<file path="config.mk">
export PLATFORM = sky130hd
export DESIGN_NAME = pvi_ctrl
export DESIGN_NICKNAME = d
export VERILOG_FILES = /design/src/hw/pvi_pkg.sv /design/src/hw/pvi_prio_enc.sv /design/src/hw/pvi_ctrl.sv
export SDC_FILE = /design/constraint.sdc
export NUM_CORES = 1
export LEC_CHECK = 0
export ABC_CLOCK_PERIOD_IN_PS = 3300
export BUFFER_PORTS_ARGS = -buffer_cell sky130_fd_sc_hd__buf_2
export CAP_MARGIN = 10
export CORE_MARGIN = 1
export CORE_UTILIZATION = 40
export CTS_CLUSTER_DIAMETER = 60
export DETAILED_ROUTE_END_ITERATION = 10
export GPL_TIMING_DRIVEN = 0
export PLACE_DENSITY = 0.65
export REMOVE_ABC_BUFFERS = 1
export SYNTH_ARGS = -nofsm -noshare
export SYNTH_HDL_FRONTEND = slang
export SYNTH_SLANG_ARGS = --single-unit
</file>
<file path="constraint.sdc">
create_clock -name aclk -period 3.3 [get_ports aclk]
set_input_delay 0.66 -clock aclk [delete_from_list [all_inputs] [get_ports aclk]]
set_output_delay 0.66 -clock aclk [all_outputs]
set_load 0.03 [all_outputs]
</file>
<file path="src/hw/pvi_pkg.sv">
package pvi_pkg;
    localparam int NUM_SRC      = 15;
    localparam int NUM_EXT      = 9;
    localparam int NUM_INT      = 6;
    localparam int VEC_W        = 16;
    localparam int AXI_AW       = 8;
    localparam int AXI_DW       = 32;

    // Register byte offsets
    localparam logic [AXI_AW-1:0] OFS_FLAG_A   = 8'h00;
    localparam logic [AXI_AW-1:0] OFS_FLAG_B   = 8'h04;
    localparam logic [AXI_AW-1:0] OFS_FLAG_C   = 8'h08;
    localparam logic [AXI_AW-1:0] OFS_ENABLE_A = 8'h0C;
    localparam logic [AXI_AW-1:0] OFS_ENABLE_B = 8'h10;
    localparam logic [AXI_AW-1:0] OFS_STATUS   = 8'h14;
    localparam logic [AXI_AW-1:0] OFS_SET_TEST = 8'h18;

    // Source indices, index = priority level - 1
    localparam int SRC_WDT    = 0;
    localparam int SRC_EXT_A  = 1;
    localparam int SRC_MTMR   = 2;
    localparam int SRC_EXT_B  = 3;
    localparam int SRC_TBASE  = 4;
    localparam int SRC_UTX    = 5;
    localparam int SRC_URX    = 6;
    localparam int SRC_UERR   = 7;
    localparam int SRC_TMR3   = 8;
    localparam int SRC_SPI    = 9;
    localparam int SRC_TMR4   = 10;
    localparam int SRC_EXT_C  = 11;
    localparam int SRC_ADC    = 12;
    localparam int SRC_TMR2   = 13;
    localparam int SRC_EXT_D  = 14;

    // Flag register split: a holds 0..4, b holds 5..9, c holds 10..14
    localparam int FLAG_A_LO  = 0;
    localparam int FLAG_B_LO  = 5;
    localparam int FLAG_C_LO  = 10;
    localparam int FLAG_W     = 5;
    // Enable register split: a holds 0..7, b holds 8..14
    localparam int EN_A_W     = 8;
    localparam int EN_B_W     = 7;
    // Flag in register c that is only set when enabled (change flag)
    localparam int EXCL_SRC   = SRC_EXT_C;

    localparam logic [VEC_W-1:0] VEC_RESET = 16'h0000;
    localparam logic [VEC_W-1:0] VEC_TABLE [NUM_SRC] = '{
        16'h0003, 16'h0006, 16'h0009, 16'h000F, 16'h0012,
        16'h0015, 16'h0018, 16'h001B, 16'h0021, 16'h0024,
        16'h0027, 16'h002A, 16'h0030, 16'h0033, 16'h0036};

    localparam logic [NUM_SRC-1:0] FLAG_RST   = 15'h0000;
    localparam logic [NUM_SRC-1:0] ENABLE_RST = 15'h0000;

    localparam logic [1:0] RESP_OKAY   = 2'b00;
    localparam logic [1:0] RESP_SLVERR = 2'b10;

    typedef enum logic [1:0] {
        PVI_IDLE   = 2'b00,
        PVI_VECTOR = 2'b01,
        PVI_SERVE  = 2'b10
    } pvi_state_t;
endpackage

</file>
<file path="src/hw/pvi_prio_enc.sv">
module pvi_prio_enc (
    input  wire logic [pvi_pkg::NUM_SRC-1:0] req,    // Qualified requests
    output logic                             hit,    // Any request
    output logic [3:0]                       idx     // Lowest index wins
);
    import pvi_pkg::*;

    // Highest priority pick
    always_comb begin
        hit = 1'b0;
        idx = 4'h0;
        for (int i = NUM_SRC - 1; i >= 0; i--) begin
            if (req[i]) begin
                hit = 1'b1;
                idx = 4'(i);
            end
        end
    end
endmodule

</file>
<file path="src/hw/pvi_ctrl.sv">
// Function
// Fifteen request sources, nine external and six internal, each with flag and vector.
// Fixed vectors: reset 0000, watchdog 0003, up to external line d 0036.
// Fixed priority follows vector order; reset highest, external line d lowest.
// Global enable set and cleared by instructions; source needs it and its enable bit.
// Three status registers record one request flag per source.
// Two enable registers gate which recorded flags may interrupt.
// Accepted interrupt forces next fetch from that source's vector.
// Register c flags set regardless of masks, except the excluded change flag.
// Service routine clears the serviced flag before return or re-enable.
// Return instruction ends the routine and sets the global enable.
// Acceptance clears global enable and saves the return address.
// Several pending: vector to highest priority, leave others pending.
module pvi_ctrl (
    input  wire logic                         aclk,                  // Core clock
    input  wire logic                         aresetn,               // Sync reset, low
    input  wire logic [pvi_pkg::AXI_AW-1:0]   s_axi_awaddr,          // Write address
    input  wire logic                         s_axi_awvalid,         // Write address valid
    output logic                              s_axi_awready,         // Write address ready
    input  wire logic [pvi_pkg::AXI_DW-1:0]   s_axi_wdata,           // Write data
    input  wire logic [3:0]                   s_axi_wstrb,           // Write strobes
    input  wire logic                         s_axi_wvalid,          // Write data valid
    output logic                              s_axi_wready,          // Write data ready
    output logic [1:0]                        s_axi_bresp,           // Write response
    output logic                              s_axi_bvalid,          // Write response valid
    input  wire logic                         s_axi_bready,          // Write response ready
    input  wire logic [pvi_pkg::AXI_AW-1:0]   s_axi_araddr,          // Read address
    input  wire logic                         s_axi_arvalid,         // Read address valid
    output logic                              s_axi_arready,         // Read address ready
    output logic [pvi_pkg::AXI_DW-1:0]        s_axi_rdata,           // Read data
    output logic [1:0]                        s_axi_rresp,           // Read response
    output logic                              s_axi_rvalid,          // Read data valid
    input  wire logic                         s_axi_rready,          // Read data ready
    input  wire logic [pvi_pkg::NUM_INT-1:0]  int_req,               // Internal event pulses
    input  wire logic [pvi_pkg::NUM_EXT-1:0]  ext_req,               // External pins, async
    input  wire logic                         global_irq_on_instr,   // Enable instr executed
    input  wire logic                         global_irq_off_instr,  // Disable instr executed
    input  wire logic                         irq_return_instr,      // Return instr executed
    input  wire logic                         fetch_strobe,          // Core fetch accepted
    input  wire logic [pvi_pkg::VEC_W-1:0]    fetch_pc,              // Core sequential pc
    output logic                              fetch_redirect,        // Use fetch_vector now
    output logic [pvi_pkg::VEC_W-1:0]         fetch_vector,          // Redirect address
    output logic [pvi_pkg::VEC_W-1:0]         return_addr,           // Saved return address
    output logic                              global_irq_en,         // Global enable state
    output logic                              in_service             // Routine under way
);
    import pvi_pkg::*;

    // External lines: first stage feeds only second stage
    logic [NUM_EXT-1:0] ext_meta;
    logic [NUM_EXT-1:0] ext_sync;
    logic [NUM_EXT-1:0] ext_prev;
    always_ff @(posedge aclk) begin
        if (!aresetn) begin
            ext_meta <= '0;
            ext_sync <= '0;
            ext_prev <= '0;
        end else begin
            ext_meta <= ext_req;
            ext_sync <= ext_meta;
            ext_prev <= ext_sync;
        end
    end

    // Source mapping, rising edge of each external line
    logic [NUM_EXT-1:0] ext_rise;
    logic [NUM_SRC-1:0] event_in;
    assign ext_rise = ext_sync & ~ext_prev;
    always_comb begin
        event_in              = '0;
        event_in[SRC_WDT]     = int_req[0];
        event_in[SRC_MTMR]    = int_req[1];
        event_in[SRC_TBASE]   = int_req[2];
        event_in[SRC_UERR]    = int_req[3];
        event_in[SRC_SPI]     = int_req[4];
        event_in[SRC_ADC]     = int_req[5];
        event_in[SRC_EXT_A]   = ext_rise[0];
        event_in[SRC_EXT_B]   = ext_rise[1];
        event_in[SRC_UTX]     = ext_rise[2];
        event_in[SRC_URX]     = ext_rise[3];
        event_in[SRC_TMR3]    = ext_rise[4];
        event_in[SRC_TMR4]    = ext_rise[5];
        event_in[SRC_EXT_C]   = ext_rise[6];
        event_in[SRC_TMR2]    = ext_rise[7];
        event_in[SRC_EXT_D]   = ext_rise[8];
    end

    logic [NUM_SRC-1:0] flags;
    logic [NUM_SRC-1:0] enables;
    logic               gie;
    pvi_state_t         state;
    logic [3:0]         win_idx;
    logic               win_hit;
    logic [3:0]         serv_idx;

    // AXI4-Lite write path: address and data taken in either order
    logic               aw_held;
    logic               w_held;
    logic [AXI_AW-1:0]  aw_addr;
    logic [AXI_DW-1:0]  w_data;
    logic [3:0]         w_strb;
    logic               wr_go;
    assign s_axi_awready = !aw_held && !s_axi_bvalid;
    assign s_axi_wready  = !w_held && !s_axi_bvalid;
    assign wr_go         = aw_held && w_held && !s_axi_bvalid;

    always_ff @(posedge aclk) begin
        if (!aresetn) begin
            aw_held <= 1'b0;
            w_held  <= 1'b0;
            aw_addr <= '0;
            w_data  <= '0;
            w_strb  <= '0;
        end else begin
            if (s_axi_awvalid && s_axi_awready) begin
                aw_held <= 1'b1;
                aw_addr <= s_axi_awaddr;
            end else if (wr_go) begin
                aw_held <= 1'b0;
            end
            if (s_axi_wvalid && s_axi_wready) begin
                w_held <= 1'b1;
                w_data <= s_axi_wdata;
                w_strb <= s_axi_wstrb;
            end else if (wr_go) begin
                w_held <= 1'b0;
            end
        end
    end

    function automatic logic is_mapped(input logic [AXI_AW-1:0] a);
        is_mapped = (a == OFS_FLAG_A) || (a == OFS_FLAG_B) || (a == OFS_FLAG_C) ||
                    (a == OFS_ENABLE_A) || (a == OFS_ENABLE_B) || (a == OFS_STATUS) ||
                    (a == OFS_SET_TEST);
    endfunction

    always_ff @(posedge aclk) begin
        if (!aresetn) begin
            s_axi_bvalid <= 1'b0;
            s_axi_bresp  <= RESP_OKAY;
        end else if (wr_go) begin
            s_axi_bvalid <= 1'b1;
            s_axi_bresp  <= is_mapped(aw_addr) ? RESP_OKAY : RESP_SLVERR;
        end else if (s_axi_bready) begin
            s_axi_bvalid <= 1'b0;
        end
    end

    // Software write decode: write 1 clears a flag, set-test write raises one
    logic               wr_lane0;
    logic [NUM_SRC-1:0] sw_clr;
    logic [NUM_SRC-1:0] sw_set;
    assign wr_lane0 = wr_go && w_strb[0];
    always_comb begin
        sw_clr = '0;
        sw_set = '0;
        if (wr_lane0 && aw_addr == OFS_FLAG_A) begin
            sw_clr[FLAG_A_LO +: FLAG_W] = w_data[FLAG_W-1:0];
        end
        if (wr_lane0 && aw_addr == OFS_FLAG_B) begin
            sw_clr[FLAG_B_LO +: FLAG_W] = w_data[FLAG_W-1:0];
        end
        if (wr_lane0 && aw_addr == OFS_FLAG_C) begin
            sw_clr[FLAG_C_LO +: FLAG_W] = w_data[FLAG_W-1:0];
        end
        if (wr_go && aw_addr == OFS_SET_TEST) begin
            sw_set = w_data[NUM_SRC-1:0];
        end
    end

    // Two enable registers
    always_ff @(posedge aclk) begin
        if (!aresetn) begin
            enables <= ENABLE_RST;
        end else begin
            if (wr_lane0 && aw_addr == OFS_ENABLE_A) begin
                enables[EN_A_W-1:0] <= w_data[EN_A_W-1:0];
            end
            if (wr_lane0 && aw_addr == OFS_ENABLE_B) begin
                enables[NUM_SRC-1:EN_A_W] <= w_data[EN_B_W-1:0];
            end
        end
    end

    // Excluded flag needs enable; others record unconditionally
    logic [NUM_SRC-1:0] set_gate;
    always_comb begin
        set_gate           = '1;
        set_gate[EXCL_SRC] = enables[EXCL_SRC] && gie;
    end

    // Sticky flags, a new event wins over a clear
    always_ff @(posedge aclk) begin
        if (!aresetn) begin
            flags <= FLAG_RST;
        end else begin
            flags <= (flags & ~sw_clr) | ((event_in | sw_set) & set_gate);
        end
    end

    // Qualify by enable bit and global enable
    logic [NUM_SRC-1:0] qualified;
    assign qualified = flags & enables & {NUM_SRC{gie}};

    // Index order is priority order
    pvi_prio_enc u_prio (
        .req (qualified),
        .hit (win_hit),
        .idx (win_idx)
    );

    logic take;
    assign take = (state == PVI_IDLE) && win_hit;

    // Global enable instructions
    always_ff @(posedge aclk) begin
        if (!aresetn) begin
            gie <= 1'b0;
        end else if (take) begin
            // Block nesting until return
            gie <= 1'b0;
        end else if (global_irq_on_instr || irq_return_instr) begin
            // Return re-enables
            gie <= 1'b1;
        end else if (global_irq_off_instr) begin
            gie <= 1'b0;
        end
    end

    // Redirect handshake: vector held until the core fetches from it
    always_ff @(posedge aclk) begin
        if (!aresetn) begin
            state       <= PVI_IDLE;
            serv_idx    <= '0;
            return_addr <= VEC_RESET;
        end else begin
            unique case (state)
                PVI_IDLE: begin
                    if (take) begin
                        state       <= PVI_VECTOR;
                        serv_idx    <= win_idx;
                        // Save return address
                        return_addr <= fetch_pc;
                    end
                end
                PVI_VECTOR: begin
                    if (fetch_strobe) begin
                        state <= PVI_SERVE;
                    end
                end
                PVI_SERVE: begin
                    // Return ends the routine
                    if (irq_return_instr) begin
                        state <= PVI_IDLE;
                    end
                end
                default: begin
                    state <= PVI_IDLE;
                end
            endcase
        end
    end

    // Fetch forced to the vector
    // Vector lookup
    assign fetch_redirect = (state == PVI_VECTOR);
    always_ff @(posedge aclk) begin
        if (!aresetn) begin
            fetch_vector <= VEC_RESET;
        end else if (take) begin
            fetch_vector <= VEC_TABLE[win_idx];
        end
    end

    assign global_irq_en = gie;
    assign in_service    = (state != PVI_IDLE);

    // Read path; one read at a time
    logic [AXI_DW-1:0] rd_word;
    always_comb begin
        rd_word = '0;
        unique case (s_axi_araddr)
            OFS_FLAG_A:   rd_word[FLAG_W-1:0] = flags[FLAG_A_LO +: FLAG_W];
            OFS_FLAG_B:   rd_word[FLAG_W-1:0] = flags[FLAG_B_LO +: FLAG_W];
            OFS_FLAG_C:   rd_word[FLAG_W-1:0] = flags[FLAG_C_LO +: FLAG_W];
            OFS_ENABLE_A: rd_word[EN_A_W-1:0] = enables[EN_A_W-1:0];
            OFS_ENABLE_B: rd_word[EN_B_W-1:0] = enables[NUM_SRC-1:EN_A_W];
            OFS_STATUS:   rd_word[7:0] = {in_service, gie, win_hit, 1'b0, serv_idx};
            default:      rd_word = '0;
        endcase
    end

    assign s_axi_arready = !s_axi_rvalid;
    always_ff @(posedge aclk) begin
        if (!aresetn) begin
            s_axi_rvalid <= 1'b0;
            s_axi_rdata  <= '0;
            s_axi_rresp  <= RESP_OKAY;
        end else if (s_axi_arvalid && s_axi_arready) begin
            s_axi_rvalid <= 1'b1;
            s_axi_rdata  <= rd_word;
            s_axi_rresp  <= is_mapped(s_axi_araddr) ? RESP_OKAY : RESP_SLVERR;
        end else if (s_axi_rready) begin
            s_axi_rvalid <= 1'b0;
        end
    end
endmodule

</file>
==> results of run 1 <==
[cell usage after synthesis (2+ instances only)]
| cell type | number |
|---|---|
| nor2_4 | 2 |
| a22oi_1 | 2 |
| inv_1 | 16 |
| nand3_1 | 5 |
| a221oi_1 | 5 |
| a21oi_1 | 81 |
| ha_1 | 5 |
| nand2b_1 | 2 |
| buf_2 | 6 |
| a31oi_1 | 3 |
| a221o_1 | 2 |
| dfxtp_1 | 122 |
| nor3_1 | 8 |
| a21oi_2 | 12 |
| a32o_1 | 4 |
| nor2_1 | 48 |
| o21ai_2 | 2 |
| mux2i_1 | 16 |
| buf_4 | 38 |
| nor2b_1 | 11 |
| nand2_1 | 116 |
| nand4_1 | 4 |
| a22o_1 | 5 |
| and2_1 | 30 |
| a222oi_1 | 2 |
| o21ai_0 | 24 |
| a211oi_1 | 4 |
| o22ai_1 | 2 |
| a311oi_1 | 2 |
| clkbuf_1 | 23 |
| and3_1 | 4 |
| o211ai_1 | 4 |
[worst max-delay path by stage]
stage,start,endpoint,cells after the start
after floorplan,aresetn,fetch_vector[0]$_SDFFE_PN0P_,4
after global routing,global_irq_en$_SDFFE_PP0P_,fetch_vector[2]$_SDFFE_PN0P_,9
final,global_irq_en$_SDFFE_PP0P_,fetch_vector[2]$_SDFFE_PN0P_,9
after global placement,aresetn,s_axi_rvalid$_SDFFE_PN0P_,3
after CTS,global_irq_en$_SDFFE_PP0P_,fetch_vector[2]$_SDFFE_PN0P_,9
after detailed placement,global_irq_en$_SDFFE_PP0P_,fetch_vector[2]$_SDFFE_PN0P_,9
[cell families (layout without fill, tap and decap cells)]
group	Yosys count	count (layout)	synth area share
AOI/OAI and AO/OA	173	173	0.209
DFF	122	122	0.449
buffers and inverters	87	162	0.0911
muxes	17	17	0.0315
adders and majority gates	5	5	0.0115
and+or+nand+nor	242	242	0.207
other	1	36	0.000689
[layout make-up]
cell class	instances	area, um^2
fillers	1265	6690
multi-input cells	473	2630
flip-flops and latches	122	2440
repair buffers	114	586
clock buffers	23	488
well taps	176	220
clock inverters	7	115
inverters	18	68.8
[flip-flops by register name (all words and copies together), names as in the netlist, 8 cells and up]
register     count
aw_addr          8
flags           15
return_addr     16
w_data          15
ext_meta         9
enables         15
s_axi_rdata      8
ext_prev         9
ext_sync         9
[cells in the final DEF, fill, tap and decap left out, types with 3 or more instances in the layout]
cell type	synthesis	layout
buf_2	6	113
clkbuf_8	0	4
clkbuf_16	0	17
inv_1	16	16
conb_1	1	36
and3_1	4	4
a21oi_1	81	81
clkinv_2	0	3
dfxtp_1	122	122
nand4_1	4	4
a221oi_1	5	5
o211ai_1	4	4
nand2_1	116	116
o21ai_0	24	24
nor2_1	48	48
a32o_1	4	4
ha_1	5	5
nand3_1	5	5
nor2b_1	11	11
mux2i_1	16	16
a21oi_2	12	12
a31oi_1	3	3
a211oi_1	4	4
and2_1	30	30
a22o_1	5	5
bufinv_16	0	3
nor3_1	8	8
[power groups by stage]
stage          clock network (mW)  logic (mW)  registers (mW)
6_report                     1.88       0.299            1.58
5_1_grt                      2.00       0.331            1.58
3_5_place_dp                    0       0.301            1.61
2_1_floorplan                   0       0.182            1.61
4_1_cts                      1.92       0.302            1.58
3_3_place_gp                    0       0.292            1.61
[metrics by stage]
step | setup TNS, ns | cell area (um^2) | utilization | instances
detailed placement | 0 | 5950 | 0.449 | 903
global placement | -63.38 | 5930 | 0.448 | 902
CTS | 0 | 6550 | 0.495 | 933
floorplan | 0 | 5140 | - | 613
global route | 0 | 6550 | 0.495 | 933
finish | 0 | 6550 | 0.495 | 933
[routing by layer]
layer / wire length [um] / up-vias / part of all wire / global-route usage
met5: 0 / - / 0 / 0
met4: 164 / 0 / 0.013 / 0.0657
met3: 624 / 13 / 0.048 / 0.0502
met2: 6020 / 133 / 0.47 / 0.302
met1: 6080 / 2204 / 0.47 / 0.249
li1: - / 2351 / - / -
[worst register-to-register path: stages, from the launching register on]
cell and delay (ns):
dfxtp_1 0.70, inv_1 0.25, o22a_1 0.27, a221o_1 0.40
nand2_1 0.08, nand2_1 0.13, ha_1 0.34, a211oi_1 0.23
o21ai_0 0.13, a32o_1 0.22
==> key figures, run 1 <==
Status
  – Status: completed

Power
  – Pwr Total: 3.76 mW
  – Internal power: 2.88 mW
  – Psw: 876 uW
  – Pwr Density: 574 nW/um^2
  – Switch share: 0.233
  – Maximum VDD drop: 0.000344 V
  – Clk pwr share: 0.501
  – Seq pwr share: 0.420
  – Leak: 2.82 nW
  – Logic gate share of total power: 0.080

Timing
  – Unrepaired setup endpoints after global routing: no
  – Clk_skew: 0.00722 ns
  – Worst Hold Margin: 0.430 ns
  – Period utilisation layout: 0.866
  – Final setup viols: 0
  – Min Tclk post-route: 2.86 ns
  – Final Max Slew Viols: 0
  – Top achievable clock speed: 0.350 GHz
  – Count of final hold-check violations: 0
  – Slew margin rel.: 0.406
  – Worst setup margin: 0.443 ns
  – Slew of the pin with the lowest slew margin: 0.891 ns

Setup path
  – Most used cell, CP: nand2_1
  – Crit-path slowest cell: dfxtp_1
  – Crit path kind: reg2reg
  – Cells on worst reg2reg path: 9
  – CP required: 3.59 ns
  – Reg2reg setup slack: 0.44 ns
  – CP Buf/Inv Count: 1
  – CP startpoint kind: flop
  – Worst r2r dst: fetch_vector[2]$_SDFFE_PN0P_
  – Worst stage delay on the critical path: 0.70 ns
  – Worst Path Max Fanout: 13
  – CP delay by family, top: compound AO/OA/AOI/OAI gates
  – CP Capture Type: flop
  – Cell chain of the critical path: inv_1 > o22a_1 > a221o_1 > nand2_1 > nand2_1 > ha_1 > a211oi_1 > o21ai_0 > a32o_1
  – WP data arrival: 3.15 ns
  – Worst r2r src: global_irq_en$_SDFFE_PP0P_

Finish
  – Area delta synth->final: 20.5%
  – Final #Nets: 845
  – Ant diodes: 0
  – Layout cells sized above 1: 0.229

Min path
  – Worst min-delay path category: reg2reg
  – Worst hold stages: 1
  – Hold_sp: ext_meta[8]$_SDFF_PN0_
  – WHS Endpoint: ext_sync[8]$_SDFF_PN0_

Route
  – # DRC: 0
  – Antenna-violating nets left: 0
  – Vias: 4701
  – Detailed-route vias per instance: 5.04
  – Iteration-0 DRC Markers: 253
  – Final wirelength: 12.9 mm
  – Avg WL per Cell: 13.8 um
  – DR pass1 iterations: 7

Synthesis
  – Syn Area/Cell: 8.41 um^2
  – Cell taking the most area after synthesis: dfxtp_1
  – EDFF count, synth: 0
  – Post-synthesis sequential area ratio: 0.449
  – Top_reg_cell synth: dfxtp_1
  – Asr flop ratio synth: 0
  – Share of the synthesized area in the top cell type: 0.449
  – Yosys cell types: 69
  – Dominant cells by area after synthesis: dfxtp_1 45%, nand2_1 8.0%, a21oi_1 7.5%
  – Yosys warning count: 0
  – #FFs+latches synth: 122
  – Synthesized instance count: 647
  – Synthesized area: 5440 um^2

Floorplanning
  – Die Ht: 119 um
  – Die Span X: 119 um
  – Starting Density: 0.411
  – IO Count: 170
  – Die area: 14100 um^2
  – CORE AREA: 13200 um^2
  – # rows: 42

GRT
  – Grt total ovfl: 0
  – First-pass GRT wire length: 21.3 mm
  – Vias in the first global route: 4346
  – All-layer global routing usage: 0.190
  – Antenna violations before repair: 0
  – Largest net degree at the start of global routing: 58

CTS
  – Worst-Skew Late Latency: 0.41 ns
  – Clock Root Buffer: clkbuf_16
  – Cts bufs inserted: 17
  – Hold_buf cts: 0
  – Postcts setup bufs: 0
  – CTS Buffer Depth: 2
  – Clock sink total: 122
  – CTS tree: done
  – PostCTS Resize Cnt: 0
  – CTS H-Tree Depth: 4
  – CTS clock-pin slew for the worst setup and hold paths: 0.05 ns

Placement
  – PortBufs: 113
  – Setup WS pre-CTS: 0.529 ns
  – GPL Wtd Cong: 0.910
  – Post-detail-place hpwl: 9.37 mm

Run
  – Max cap viols: 0
Note: power is estimated with default switching activity, not from simulation.
==> inputs of run 2 (changes only) <==
--- a/config.mk
+++ b/config.mk
@@ -13,6 +13,7 @@
 export CTS_CLUSTER_DIAMETER = 60
 export DETAILED_ROUTE_END_ITERATION = 10
 export GPL_TIMING_DRIVEN = 0
+export MAX_ROUTING_LAYER = met4
 export PLACE_DENSITY = 0.65
 export REMOVE_ABC_BUFFERS = 1
 export SYNTH_ARGS = -nofsm -noshare
==> run 2 against run 1 <==
Effect of this change: sequential share of layout area up 0.37 points; clock skew decreased by 0.0019 ns; sequential cell count unchanged; critical path depth unchanged; setup slack gained 0.080 ns; maximum frequency grew 2.9%; count of clock-buffer cells in the layout shrank 4; combinational power about the same; non-clock buffer count did not move.
==> key figures, run 2 (synthesized netlist as in run 1, its figures left out) <==
Status
  – Status: completed

Finish
  – Footprint of the multi-input gates: 2630 um^2 (unchanged)
  – Top reg by flops: return_addr
  – Most common cell after layout, fill and taps aside: dfxtp_1
  – Area delta synth->final: 19.3%
  – Max reg flops: 16 (unchanged)
  – Filler cells: 1319 (+4.3%)
  – Final #Nets: 845 (unchanged)
  – Finished Core Util: 0.490 (-0.00482)
  – Reg area: 2440 um^2 (unchanged)
  – Commonest non-fill, non-tap cells in the layout: 122 x dfxtp_1, 116 x nand2_1, 113 x buf_2
  – Layout cells sized above 1: 0.232 (+0.00335)
  – Design area: 6490 um^2 (-0.97%)
  – Ant diodes: 0 (unchanged)

Route
  – Final wirelength: 12.8 mm (-0.84%)
  – Avg WL per Cell: 13.7 um (-1.1%)
  – Vias: 4716 (+0.32%)
  – Routed met2 length: 5.90 mm (-1.9%)
  – Antenna-violating nets left: 0 (unchanged)
  – M1 WL: 6.12 mm (+0.67%)
  – Detailed-route vias per instance: 5.04 (+0.10%)
  – DR pass1 iterations: 5 (-2)
  – # DRC: 0 (unchanged)
  – Iteration-0 DRC Markers: 249 (-1.6%)
  – DR WL met3: 575 um (-7.9%)
  – Top layer in use: met4

Floorplanning
  – Die Ht: 119 um (unchanged)
  – CORE AREA: 13200 um^2 (unchanged)
  – Die area: 14100 um^2 (unchanged)
  – Starting Density: 0.411 (unchanged)
  – IO Count: 170 (unchanged)
  – Die Span X: 119 um (unchanged)
  – # rows: 42 (unchanged)

GRT
  – Vias in the first global route: 4409 (+1.4%)
  – Antenna violations before repair: 0 (unchanged)
  – Grt total ovfl: 0 (unchanged)
  – First-pass GRT wire length: 21.1 mm (-1.3%)
  – All-layer global routing usage: 0.193 (+0.00232)
  – Largest net degree at the start of global routing: 58 (unchanged)

Run
  – Max cap viols: 0 (unchanged)

Min path
  – Hold_sp: s_axi_rready
  – Worst min-delay path category: in2reg

Setup path
  – Worst r2r src: global_irq_en$_SDFFE_PP0P_
  – Worst stage delay on the critical path: 0.70 ns (about the same)
  – Cell chain of the critical path: inv_1 > o22a_1 > a221o_1 > nand2_1 > nand2_1 > ha_1 > a211oi_1 > o21ai_0 > a32o_1
  – Crit-path slowest cell: dfxtp_1
  – Worst Path Max Fanout: 13 (unchanged)
  – CP delay by family, top: compound AO/OA/AOI/OAI gates
  – CP Buf/Inv Count: 1 (unchanged)
  – WP data arrival: 3.09 ns (-0.06 ns)
  – Crit path kind: reg2reg
  – Crit path launch: global_irq_en$_SDFFE_PP0P_
  – CP startpoint kind: flop
  – CP Capture Type: flop
  – CP required: 3.61 ns (+0.02 ns)
  – Most used cell, CP: nand2_1

Placement
  – GPL Wtd Cong: 0.916 (+0.60%)
  – Post-detail-place hpwl: 9.28 mm (-0.95%)
  – PortBufs: 113 (unchanged)
  – Area post-placement: 5950 um^2 (unchanged)

CTS
  – CTS clock-pin slew for the worst setup and hold paths: 0.05 ns (about the same)
  – CTS Buffer Depth: 2 (unchanged)
  – Hold_buf cts: 0 (unchanged)
  – Clock sink total: 122 (unchanged)
  – Clock Root Buffer: clkbuf_16
  – Postcts setup bufs: 0 (unchanged)
  – CTS tree: done
  – PostCTS Resize Cnt: 0 (unchanged)
  – Worst-Skew Late Latency: 0.42 ns (about the same)
  – Cts bufs inserted: 17 (unchanged)
  – CTS H-Tree Depth: 4 (unchanged)

Timing
  – Final setup viols: 0 (unchanged)
  – Count of final hold-check violations: 0 (unchanged)
  – Unrepaired setup endpoints after global routing: no
  – Min Tclk post-route: 2.78 ns (-0.0803 ns)
  – Clk_skew: 0.00532 ns (-0.00190 ns)
  – Setup_tns: 0 ns (unchanged)
  – Period utilisation layout: 0.841 (-0.0243)
  – Top achievable clock speed: 0.360 GHz (+2.9%)
  – Slew margin rel.: 0.389 (-0.0168)
  – Final Max Slew Viols: 0 (unchanged)
  – Slew of the pin with the lowest slew margin: 0.916 ns (+0.0252 ns)

Power
  – Maximum VDD drop: 0.000312 V (-9.5%)
  – Pwr Total: 3.54 mW (-5.9%)
  – Leak: 2.79 nW (-0.98%)
  – Pwr Density: 545 nW/um^2 (-5.0%)
==> run 2: cell count changes in the layout (fill, tap and decap cells not counted) <==
cell,change
clkinv_4,+5
clkinv_2,+2
clkbuf_8,-3
bufinv_16,-3
clkbuf_1,-1
inv_6,+2
==> run 2: area by class of cell <==
type | instances | share of cell area
clock inverter | 13 | 0.0148
multi-input combinational | 473 | 0.406
sequential | 122 | 0.376
inverter | 18 | 0.0106
timing repair buffer | 114 | 0.0902
tap | 176 | 0.0339
clock buffer | 19 | 0.0683
==> run 2: metal layers <==
layer,up-vias,track usage
met1,2194,0.244
met4,0,0.0736
met3,22,0.0492
met2,137,0.295
li1,2363,-
met5,-,-
==> run 2: power breakdown <==
group          switching (mW)  total [mW]  leakage (nW)  internal, mW
logic                   0.203       0.300          1.53        0.0965
clock network           0.680        1.66         0.263         0.980
registers              0.0468        1.58         0.997          1.53
total                   0.930        3.54          2.79          2.61
==> run 2: worst paths after layout <==
| kind | to | slack [ns] | cells after the start |
|---|---|---|---|
| hold reg to reg | ext_sync[8]$_SDFF_PN0_ | 0.43 | 1 |
| setup / recovery | fetch_vector[2]$_SDFFE_PN0P_ | 0.52 | 9 |
| setup reg to reg | fetch_vector[2]$_SDFFE_PN0P_ | 0.52 | 9 |
| hold / removal | s_axi_rvalid$_SDFFE_PN0P_ | 0.43 | 2 |
==> run 2: through the flow <==
step | hold slack (ns) | instances | setup WS (ns)
final | 0.426 | 935 | 0.523
after global routing | 0.421 | 935 | 0.393
after CTS | 0.412 | 935 | 0.529
after detailed placement | 0.417 | 903 | 0.540
after global placement | 0.415 | 902 | -0.999
after floorplan | 0.412 | 613 | 0.644
==> run 2: worst reg2reg max path: stages, from the launching register on <==
cell and delay [ns]:
dfxtp_1 0.70, inv_1 0.25, o22a_1 0.27, a221o_1 0.40, nand2_1 0.07, nand2_1 0.13, ha_1 0.33, a211oi_1 0.20
o21ai_0 0.11, a32o_1 0.21
==> inputs of run 3 (changes only) <==
--- a/config.mk
+++ b/config.mk
@@ -5,7 +5,7 @@
 export SDC_FILE = /design/constraint.sdc
 export NUM_CORES = 1
 export LEC_CHECK = 0
-export ABC_CLOCK_PERIOD_IN_PS = 3300
+export ABC_CLOCK_PERIOD_IN_PS = 2700
 export BUFFER_PORTS_ARGS = -buffer_cell sky130_fd_sc_hd__buf_2
 export CAP_MARGIN = 10
 export CORE_MARGIN = 1
==> constraint.sdc (replaced) <==
create_clock -name aclk -period 2.7 [get_ports aclk]
set_input_delay 0.54 -clock aclk [delete_from_list [all_inputs] [get_ports aclk]]
set_output_delay 0.54 -clock aclk [all_outputs]
set_load 0.03 [all_outputs]
==> run 3 against run 2 <==
Effect of this change: setup slack worse by 0.34 ns; final cell count unchanged; highest routed layer unchanged; sequential share of layout area about the same; final area hardly changed; clock skew did not move; largest cell class unchanged; global-route usage unchanged; critical path depth did not move; critical path type unchanged; combinational power up 22%; via count stayed put.
==> key figures, run 3 (synthesized netlist as in run 1, its figures left out) <==
CTS
  – CTS clock-pin slew for the worst setup and hold paths: 0.05 ns (about the same)
  – Clock Root Buffer: clkbuf_16
  – CTS tree: done
  – Cts bufs inserted: 17 (unchanged)
  – CTS Buffer Depth: 2 (unchanged)
  – Worst-Skew Late Latency: 0.42 ns (about the same)
  – PostCTS Resize Cnt: 1 (+1)
  – Postcts setup bufs: 0 (unchanged)
  – Hold_buf cts: 0 (unchanged)
  – Clock sink total: 122 (unchanged)
  – CTS H-Tree Depth: 4 (unchanged)

Timing
  – Setup_tns: 0 ns (unchanged)
  – Count of final hold-check violations: 0 (unchanged)
  – Clk_skew: 0.00532 ns (unchanged)
  – Top achievable clock speed: 0.398 GHz (+10%)
  – Slew margin rel.: 0.389 (about the same)
  – Min Tclk post-route: 2.51 ns (-0.263 ns)
  – Final Max Slew Viols: 0 (unchanged)
  – Worst Hold Margin: 0.306 ns (-0.120 ns)
  – Period utilisation layout: 0.931 (+0.0897)
  – Final setup viols: 0 (unchanged)
  – Unrepaired setup endpoints after global routing: no
  – Slew of the pin with the lowest slew margin: 0.916 ns (-0.00000411 ns)

Placement
  – Post-detail-place hpwl: 9.28 mm (unchanged)
  – Area post-placement: 5950 um^2 (unchanged)
  – GPL Wtd Cong: 0.916 (unchanged)
  – PortBufs: 113 (unchanged)

Floorplanning
  – Starting Density: 0.411 (unchanged)
  – Die Ht: 119 um (unchanged)
  – IO Count: 170 (unchanged)
  – Die Span X: 119 um (unchanged)
  – Die area: 14100 um^2 (unchanged)
  – CORE AREA: 13200 um^2 (unchanged)
  – # rows: 42 (unchanged)

Finish
  – Final #Nets: 845 (unchanged)
  – Layout cells sized above 1: 0.233 (+0.00132)
  – Ant diodes: 0 (unchanged)
  – Max reg flops: 16 (unchanged)
  – Area delta synth->final: 19.3% (about the same)
  – Commonest non-fill, non-tap cells in the layout: 121 x dfxtp_1, 116 x nand2_1, 113 x buf_2
  – Most common cell after layout, fill and taps aside: dfxtp_1
  – Design area: 6490 um^2 (about the same)
  – Top reg by flops: return_addr

Setup path
  – Most used cell, CP: nand2_1
  – CP Buf/Inv Count: 1 (unchanged)
  – CP delay by family, top: compound AO/OA/AOI/OAI gates
  – WP data arrival: 2.82 ns (-0.27 ns)
  – Crit-path slowest cell: dfxtp_2
  – Worst Path Max Fanout: 13 (unchanged)
  – CP startpoint kind: flop
  – Worst stage delay on the critical path: 0.52 ns (-0.18 ns)
  – Cell chain of the critical path: inv_1 > o22a_1 > a221o_1 > nand2_1 > nand2_1 > ha_1 > a211oi_1 > o21ai_0 > a32o_1
  – CP required: 3.01 ns (-0.60 ns)
  – Crit path kind: reg2reg
  – CP Capture Type: flop

Status
  – Status: completed

GRT
  – Grt total ovfl: 0 (unchanged)
  – Largest net degree at the start of global routing: 58 (unchanged)
  – Vias in the first global route: 4409 (unchanged)
  – First-pass GRT wire length: 21.1 mm (unchanged)
  – All-layer global routing usage: 0.193 (unchanged)
  – Antenna violations before repair: 0 (unchanged)

Power
  – Psw: 1.14 mW (+22%)
  – Leak: 2.79 nW (about the same)
  – Logic gate share of total power: 0.085 (about the same)
  – Seq pwr share: 0.446 (about the same)
  – Pwr Density: 666 nW/um^2 (+22%)
  – Internal power: 3.18 mW (+22%)
  – Maximum VDD drop: 0.000381 V (+22%)
  – Switch share: 0.263 (about the same)
  – Clk pwr share: 0.469 (about the same)

Route
  – Final wirelength: 12.8 mm (unchanged)
  – Antenna-violating nets left: 0 (unchanged)
  – # DRC: 0 (unchanged)
  – Vias: 4716 (unchanged)
  – Avg WL per Cell: 13.7 um (unchanged)
  – Iteration-0 DRC Markers: 249 (unchanged)
  – Detailed-route vias per instance: 5.04 (unchanged)
  – DR pass1 iterations: 5 (unchanged)

Min path
  – Worst min-delay path category: in2reg

Run
  – Max cap viols: 0 (unchanged)
## run 3: power groups by stage
stage	Combinational, mW	Clock [mW]	Sequential (mW)
after global placement	0.358	0	1.96
after global routing	0.404	2.16	1.93
after floorplan	0.222	0	1.97
after CTS	0.369	2.08	1.93
final	0.366	2.03	1.93
after detailed placement	0.368	0	1.96
## run 3: cell type report
type                       instances  area, um^2
multi-input combinational        473        2630
sequential                       122        2440
clock inverter                    13        96.3
clock buffer                      19         443
inverter                          18        68.8
fill                            1318        6750
timing repair buffer             114         586
tap                              176         220
## run 3: stage by stage
| step | utilization | std cells | power, mW | setup WS [ns] |
|---|---|---|---|---|
| 3_3_place_gp | 0.448 | 902 | 2.32 | -1.48 |
| 4_1_cts | 0.490 | 935 | 4.37 | 0.186 |
| 6_report | 0.490 | 935 | 4.32 | 0.186 |
| 3_5_place_dp | 0.449 | 903 | 2.33 | -0.0599 |
| 5_1_grt | 0.490 | 935 | 4.50 | 0.0765 |
| 2_1_floorplan | - | 613 | 2.19 | 0.135 |
## run 3: metal layers
metal	track usage	wire [um]	up-vias
met5	-	0	-
met4	0.0736	180	0
met3	0.0492	575	22
met2	0.295	5900	137
met1	0.244	6120	2194
li1	-	-	2363
## run 3: final timing paths
kind                                            startpoint                      endpoint  slack (ns)  cells past startpoint
worst max-delay path            global_irq_en$_SDFFE_PP0P_  fetch_vector[2]$_SDFFE_PN0P_        0.19                      9
worst min-delay path                          s_axi_rready     s_axi_rvalid$_SDFFE_PN0P_        0.31                      2
worst max register to register  global_irq_en$_SDFFE_PP0P_  fetch_vector[2]$_SDFFE_PN0P_        0.19                      9
worst min register to register      ext_meta[8]$_SDFF_PN0_        ext_sync[8]$_SDFF_PN0_        0.43                      1
